File: src/rtl/negate_stack_defs.vh
// Constants for the negate, idle and return-stack instruction block
`ifndef NEGATE_STACK_DEFS_VH
`define NEGATE_STACK_DEFS_VH
`define NEG_OPC_HI 7'h36
`define NEG_ACCESS_BIT 8
`define POP_WORD 16'h0006
`define PUSH_WORD 16'h0005
`define IDLE_WORD 16'h0000
`define IDLE_PREFIX 4'hf
`define LITOFF_LIMIT 8'h5f
`define PC_STEP 21'h000002
`define STACK_DEPTH 31
`define STACK_PTR_W 5
`define PC_W 21
`define ACCESS_SPLIT 8'h60
`define ACCESS_HIGH_BANK 4'hf
`endif

File: src/rtl/negate_nop_stack_ops.v
// Executes negate, idle, pop and push instructions with four-phase cycles
`timescale 1ns/1ps
`include "negate_stack_defs.vh"
module negate_nop_stack_ops (
    input wire mclk,
    input wire rst_n,
    input wire instrValid,
    input wire [15:0] instrWord,
    input wire [20:0] pcIn,
    input wire [3:0] bankSelectReg,
    input wire extendedSet,
    input wire [11:0] indexBase,
    input wire [7:0] memRdData,
    output reg [11:0] memAddr,
    output reg memRdEn,
    output reg memWrEn,
    output reg [7:0] memWrData,
    output reg [20:0] returnStackTop,
    output reg [4:0] stackPtr,
    output reg pcAdvance,
    output reg busy
);
    localparam [3:0] ST_Q1 = 4'h1;
    localparam [3:0] ST_Q2 = 4'h2;
    localparam [3:0] ST_Q3 = 4'h4;
    localparam [3:0] ST_Q4 = 4'h8;

    // Phase and instruction state
    reg [3:0] phase_q;
    reg [3:0] phase_d;
    reg [15:0] word_q;
    reg [15:0] word_d;
    reg [7:0] data_q;
    reg [7:0] data_d;

    // Return stack storage, level 0 mirrors the visible top
    reg [20:0] stack_q [0:`STACK_DEPTH-1];

    // Next values of the output flip-flops
    reg [11:0] memAddr_d;
    reg memRdEn_d;
    reg memWrEn_d;
    reg [7:0] memWrData_d;
    reg [20:0] returnStackTop_d;
    reg [4:0] stackPtr_d;
    reg pcAdvance_d;
    reg busy_d;

    // Stack movement requests for the storage process
    reg pushNow;
    reg popNow;
    reg [20:0] pushValue;

    integer i;

    // Address formation shared by every file-operand access
    function [11:0] fileAddr;
        input [15:0] w;
        input [3:0] bank_select_reg;
        input ext;
        input [11:0] base;
        begin
            if (w[`NEG_ACCESS_BIT]) begin
                fileAddr = {bank_select_reg, w[7:0]};
            end else if (ext && (w[7:0] <= `LITOFF_LIMIT)) begin
                fileAddr = base + {4'h0, w[7:0]};
            end else if (w[7:0] < `ACCESS_SPLIT) begin
                fileAddr = {4'h0, w[7:0]};
            end else begin
                fileAddr = {`ACCESS_HIGH_BANK, w[7:0]};
            end
        end
    endfunction

    // Two's complement of one data byte
    function [7:0] negByte;
        input [7:0] d;
        begin
            negByte = ~d + 8'h01;
        end
    endfunction

    function isNegWord;
        input [15:0] w;
        begin
            isNegWord = (w[15:9] == `NEG_OPC_HI);
        end
    endfunction

    function isPopWord;
        input [15:0] w;
        begin
            isPopWord = (w == `POP_WORD);
        end
    endfunction

    function isPushWord;
        input [15:0] w;
        begin
            isPushWord = (w == `PUSH_WORD);
        end
    endfunction

    wire isNeg = isNegWord(word_q);
    wire isPop = isPopWord(word_q);
    wire isPush = isPushWord(word_q);

    always @* begin
        phase_d = phase_q;
        word_d = word_q;
        data_d = data_q;
        memAddr_d = memAddr;
        memRdEn_d = 1'h0;
        memWrEn_d = 1'h0;
        memWrData_d = memWrData;
        returnStackTop_d = returnStackTop;
        stackPtr_d = stackPtr;
        pcAdvance_d = 1'h0;
        busy_d = busy;
        pushNow = 1'h0;
        popNow = 1'h0;
        pushValue = pcIn + `PC_STEP;
        case (phase_q)
            ST_Q1: begin
                // Any other word, idle ones included, leaves state alone
                word_d = instrValid ? instrWord : `IDLE_WORD;
                busy_d = instrValid;
                phase_d = ST_Q2;
            end
            ST_Q2: begin
                if (isNeg) begin
                    memAddr_d = fileAddr(word_q, bankSelectReg,
                        extendedSet, indexBase);
                    memRdEn_d = 1'h1;
                end
                // A full stack ignores the push rather than wrap
                if (isPush && (stackPtr < `STACK_DEPTH)) begin
                    pushNow = 1'h1;
                    returnStackTop_d = pushValue;
                    stackPtr_d = stackPtr + 5'h01;
                end
                phase_d = ST_Q3;
            end
            ST_Q3: begin
                if (isNeg) begin
                    data_d = negByte(memRdData);
                end
                if (isPop && (stackPtr != 5'h00)) begin
                    // Value is dropped, never written anywhere
                    popNow = 1'h1;
                    returnStackTop_d = stack_q[1];
                    stackPtr_d = stackPtr - 5'h01;
                end
                phase_d = ST_Q4;
            end
            ST_Q4: begin
                if (isNeg) begin
                    // memAddr still holds the read address
                    memWrData_d = data_q;
                    memWrEn_d = 1'h1;
                end
                pcAdvance_d = busy;
                busy_d = 1'h0;
                phase_d = ST_Q1;
            end
            default: begin
                phase_d = ST_Q1;
            end
        endcase
    end

    always @(posedge mclk) begin
        if (!rst_n) begin
            phase_q <= ST_Q1;
            word_q <= `IDLE_WORD;
            data_q <= 8'h00;
            memAddr <= 12'h000;
            memRdEn <= 1'h0;
            memWrEn <= 1'h0;
            memWrData <= 8'h00;
            returnStackTop <= 21'h000000;
            stackPtr <= 5'h00;
            pcAdvance <= 1'h0;
            busy <= 1'h0;
        end else begin
            phase_q <= phase_d;
            word_q <= word_d;
            data_q <= data_d;
            memAddr <= memAddr_d;
            memRdEn <= memRdEn_d;
            memWrEn <= memWrEn_d;
            memWrData <= memWrData_d;
            returnStackTop <= returnStackTop_d;
            stackPtr <= stackPtr_d;
            pcAdvance <= pcAdvance_d;
            busy <= busy_d;
        end
    end

    // Storage shifts as a whole so depth costs no pointer arithmetic
    always @(posedge mclk) begin
        if (!rst_n) begin
            for (i = 0; i < `STACK_DEPTH; i = i + 1) begin
                stack_q[i] <= 21'h000000;
            end
        end else if (pushNow) begin
            // Shift down so the old top survives below
            for (i = 1; i < `STACK_DEPTH; i = i + 1) begin
                stack_q[i] <= stack_q[i-1];
            end
            stack_q[0] <= pushValue;
        end else if (popNow) begin
            for (i = 0; i < `STACK_DEPTH - 1; i = i + 1) begin
                stack_q[i] <= stack_q[i+1];
            end
            stack_q[`STACK_DEPTH-1] <= 21'h000000;
        end
    end
endmodule

File: config.mk
export PLATFORM = sky130hd
export DESIGN_NAME = negate_nop_stack_ops
export DESIGN_NICKNAME = d
export VERILOG_FILES = /design/src/rtl/negate_nop_stack_ops.v
export VERILOG_INCLUDE_DIRS = /design/src /design/src/rtl
export SDC_FILE = /design/constraint.sdc
export NUM_CORES = 1
export LEC_CHECK = 0
export ABC_AREA = 1
export BUFFER_PORTS_ARGS = -buffer_cell sky130_fd_sc_hd__buf_2
export CAP_MARGIN = 25
export CORE_MARGIN = 3
export CORE_UTILIZATION = 48
export CTS_CLUSTER_SIZE = 8
export DETAILED_ROUTE_END_ITERATION = 8
export PLACE_DENSITY_LB_ADDON = 0.1
export SYNTH_ARGS = -nofsm -noshare
export SYNTH_HDL_FRONTEND = slang
export SYNTH_SLANG_ARGS = --single-unit
File: constraint.sdc
create_clock -name mclk -period 22.5 [get_ports mclk]
set_clock_uncertainty 0.1 [all_clocks]
set_input_delay 0 -clock mclk [delete_from_list [all_inputs] [get_ports mclk]]
set_output_delay 0 -clock mclk [all_outputs]
set_load 0.01 [all_outputs]
Word-level counts from Yosys, hierarchy flattened. Memory sizes are Yosys's and may differ from the RTL's. Index checks and enable logic that the tools add are counted.

Bits in registers: 78. Word-level logic and storage cells: 191. Input bits: 65. Memory bits (writable): 651. Memories kept: 1.

Order comparisons: 3. $add $sub $neg: 5. Muxes and demuxes: 87. Bitwise gates (word level): 63. Equality and inequality tests: 9. Reductions and logical operators: 12.

Memory list: stack_q (depth 31, bits a word 21, rd ports 31, clocked after memory_dff 0, wr ports 31, line negate_nop_stack_ops.v:37) `` reg [20:0] stack_q [0:`STACK_DEPTH-1]; ``.

Operators with widths (count): $mux W21 (64); $or A1 B1 Y1 (62); $pmux W21 S2 (1); $mux W12 (3); $eq A16 B3 Y1 const B (2); $add A21 B2 Y21 const B (1); $mux W16 (1); $mux W1 (13); $add A12 B8 Y12 (1); $pmux W4 S3 (1); $mux W5 (2); $pmux W5 S2 (1); $reduce_and A2 Y1 (5); $add A8 B1 Y8 const B (1); $le A8 B7 Y1 const B (1); $lt A8 B7 Y1 const B (1); $not A8 Y8 (1); $eq A7 B6 Y1 const B (1); $add A5 B1 Y5 const B (1); $lt A5 B5 Y1 const B (1); $reduce_bool A5 Y1 (1); $sub A5 B1 Y5 const B (1); $eq A4 B1 Y1 const B (1); $eq A4 B2 Y1 const B (1); 7 further kinds (11).

Depth between registers and ports, before layout.
Depth in word-level cells: 9. Gate-level depth with buffers: 13. Mapped depth without buffers: 12.

Worst setup path after synthesis. No wires, ideal clock.

Path kind: register to register. Start: register word_q[2]. End: memory stack_q[0][0] (enable). Data required time: 21.232 ns. Path buffers: 0. Setup slack: 3.697 ns. Cell stages (with the launch flop): 7. Library setup time: 1.168 ns. Period minus slack after synthesis: 18.803 ns. Data arrival time: 17.534 ns. Path through: dfxtp_1 > inv_2 > nor2_1 > nand4_1 > nor2_1 > nand3_2 > o211ai_1.

RTL lines: from (decl) (line negate_nop_stack_ops.v:31) `reg [15:0] word_q;`; from (signal assigned) (line negate_nop_stack_ops.v:175) `` word_q <= `IDLE_WORD; ``; from (signal assigned) (line negate_nop_stack_ops.v:187) `word_q <= word_d;`; to (decl) (line negate_nop_stack_ops.v:37).

==> flow_metrics.py <==
metrics = {
    "status": {
        "status": "complete, no violations",
    },
    "worst_setup_path": {
        "crit_type": "in2reg",
        "cp-start-kind": "input port",
        "worstPathMaxFanout": 176,
        "crit_path_end_kind": "flop",
        "critPathRequiredTime_ns": 22.86,
        "arrival_ns": 5.47,
    },
    "place": {
        "place_ws_ns": 16.79,
        "portBuffers": 114,
        "routabilityCongestion": 0.874,
        "dp_hpwl_um": 36800,
        "dp.cells": 3682,
    },
    "clock_tree": {
        "htreeDepth": 3,
        "cts_tree": "done",
        "cts_resized": 0,
        "insertion_delay_ns": 0.63,
        "cts_made_buffers": 101,
        "clkSinkCount": 729,
        "post_cts.repair.setup_buffers": 0,
        "clock_path_buffers": 3,
        "path_clk_slew_ns": 0.05,
        "holdBufCountCts": 103,
        "cts_root_buf": "clkbuf_16",
    },
    "timing": {
        "finalSetupViolCount": 0,
        "finalCritPeriodShare_pct": 22.7,
        "hold-worst-slack_ns": 0.0329,
        "max_freq_mhz": 196,
        "maxSlewViolCount": 0,
        "worst_pin_slew_ns": 1.42,
        "setup_ws_ns": 17.39,
        "period_needed_ns": 5.11,
        "slew_headroom_pct": 5.24,
        "final_hold_viol_count": 0,
        "rsz0062_at_grt": "no",
        "fin_setup_tns_ns": 0,
    },
    "routing": {
        "ant_nets": 0,
        "wl_um": 63700,
        "vias_per_cell": 5.28,
        "drt-wirelength-per-cell_um": 16.1,
        "route.vias.total": 20900,
        "dr.pass1.iters": 5,
        "route.detailed.drc": 0,
        "drt_iter0_markers": 1572,
    },
    "synth": {
        "syn_area_um2": 31400,
        "synth_ff_type": "edfxtp_1",
        "synth_edf_count": 630,
        "ys_seq_area_share_pct": 66.6,
        "async_flop_share_pct": 0,
        "synth_area_per_cell_um2": 11.0,
        "synth-seq-cells": 729,
        "ys_types": 39,
        "yosysWarnings": 0,
        "syn_nets": 2942,
        "synthCells": 2862,
    },
    "cells_and_area": {
        "finalNonFillerCells": 3958,
        "area_delta_synth_final_pct": 16.2,
        "fillCellCount": 5456,
        "drive_gt1_share_pct": 8.77,
        "diodes": 0,
        "utilization_pct": 56.4,
        "mostFrequentLayoutCell": "inv_1",
        "mostFrequentLayoutCells": "inv_1 (660), edfxtp_1 (630), o22ai_1 (558), nand2_1 (264), nor2_1 (124)",
        "final_nets": 3123,
    },
    "power_and_ir_drop": {
        "p_int_uw": 2410,
        "p_per_area_nw_per_um2": 84.5,
        "sequentialPowerShare_pct": 49.9,
        "power.leakage_uw": 0.0142,
        "p_comb_share_pct": 5.2,
        "power_frac_clock_pct": 44.8,
        "switchingPower_uw": 669,
        "ir_drop_uv": 54.6,
        "p_sw_share_pct": 21.7,
    },
    "global_route": {
        "gr-total-overflow": 0,
        "grt_max_degree": 265,
        "first_global_vias": 20200,
        "grt_usage_pct": 18.4,
        "antenna_found_initial": 0,
        "grt_pass1_wl_um": 104000,
    },
    "die": {
        "core_um2": 64600,
        "dieArea_um2": 68400,
        "num_io_pins": 115,
        "rows": 93,
        "start_util_pct": 48.6,
        "die_y_um": 262,
        "die_w_um": 262,
    },
    "job": {
        "cap_violations": 0,
    },
    "worst_hold_path": {
        "hp-class": "in2reg",
    },
}
worst paths after layout:
check	cells after the start	slack [ns]	start	end
worst max register to register	13	17.99	word_q[6]$_SDFFE_PN0P_	stack_q[2][32]$_DFFE_PP_
worst min-delay path	7	0.03	extendedSet	memAddr[4]$_SDFFE_PN0P_
worst min register to register	2	0.36	stack_q[3][137]$_SDFFE_PN0P_	stack_q[3][137]$_SDFFE_PN0P_
worst max-delay path	15	17.39	rst_n	stack_q[3][124]$_DFFE_PP_
metal layers:
metal | part of all wire, % | up-vias | global-route usage, %
met1 | 49 | 9996 | 27.4
met2 | 45 | 424 | 27.3
li1 | - | 10400 | -
met5 | 0 | - | 0
met4 | 2.0 | 0 | 5.70
met3 | 4.7 | 95 | 3.64
cell usage after synthesis (4+ instances only):
cell type  instances  area [µm²]
a21oi_1           77         385
buf_1              6        22.5
buf_2             87         435
buf_6             26         293
clkbuf_1          46         173
dfxtp_1           99        1980
edfxtp_1         630       18900
ha_1              13         163
inv_1            660        2480
inv_2              5        18.8
nand2_1          265         995
nand3_1           68         340
nand3_2            4        40.0
nand3b_1           4        30.0
nand4_1            8        50.1
nor2_1           124         465
nor3_1            10        50.1
o21ai_0          115         576
o21ai_1            8        40.0
o22ai_1          558        3490
xnor2_1            8        70.1
xor2_1            13         114
sequential cells by signal (all words and copies together), names as in the netlist:
name	flops
pcAdvance	1
memWrData	8
memWrEn	1
data_q	8
memRdEn	1
returnStackTop	21
stackPtr	5
word_q	16
memAddr	12
busy	1
phase_q	4
stack_q	651
area by class of cell:
cell class	instances	area, µm²	area share, %
sequential	729	20900	57.4
timing repair buffer	245	2040	5.59
clock buffer	157	2780	7.63
inverter	669	2520	6.92
tap	855	1070	2.94
multi-input combinational	1297	7020	19.3
clock inverter	6	103	0.282
power groups by stage:
stage / clock network, µW / logic (µW) / registers (µW)
2_1_floorplan: 0 / 94.0 / 1590
3_3_place_gp: 0 / 141 / 1560
3_5_place_dp: 0 / 144 / 1560
4_1_cts: 1420 / 158 / 1540
5_1_grt: 1480 / 180 / 1540
6_report: 1380 / 161 / 1540
cells by family (layout without fill, tap and decap cells):
group,after synthesis,after routing,synth area share [%]
compound gates,768,768,14.6
simple gates,493,493,6.56
xor+xnor,21,21,0.587
fa+ha+maj,15,15,0.646
buf+inv,836,1077,11.0
flops,729,729,66.6
stage by stage:
step | power, µW | cell area, µm²
floorplan | 1690 | 31400
global placement | 1700 | 32200
detailed placement | 1710 | 32200
CTS | 3120 | 36200
global route | 3200 | 36400
finish | 3080 | 36400
worst max-delay path, stage by stage:
cell and delay, ns:
dlygate4sd3_1 0.52, buf_2 0.10, buf_4 0.49, clkinv_1 0.86
nor2_1 0.38, inv_2 0.09, nor2_4 0.53, inv_8 0.13
buf_16 0.31, buf_4 0.55, buf_4 0.33, buf_16 0.25
buf_4 0.22, buf_16 0.24, o21ai_0 0.20
No activity file was read; power rests on OpenSTA's default activity.
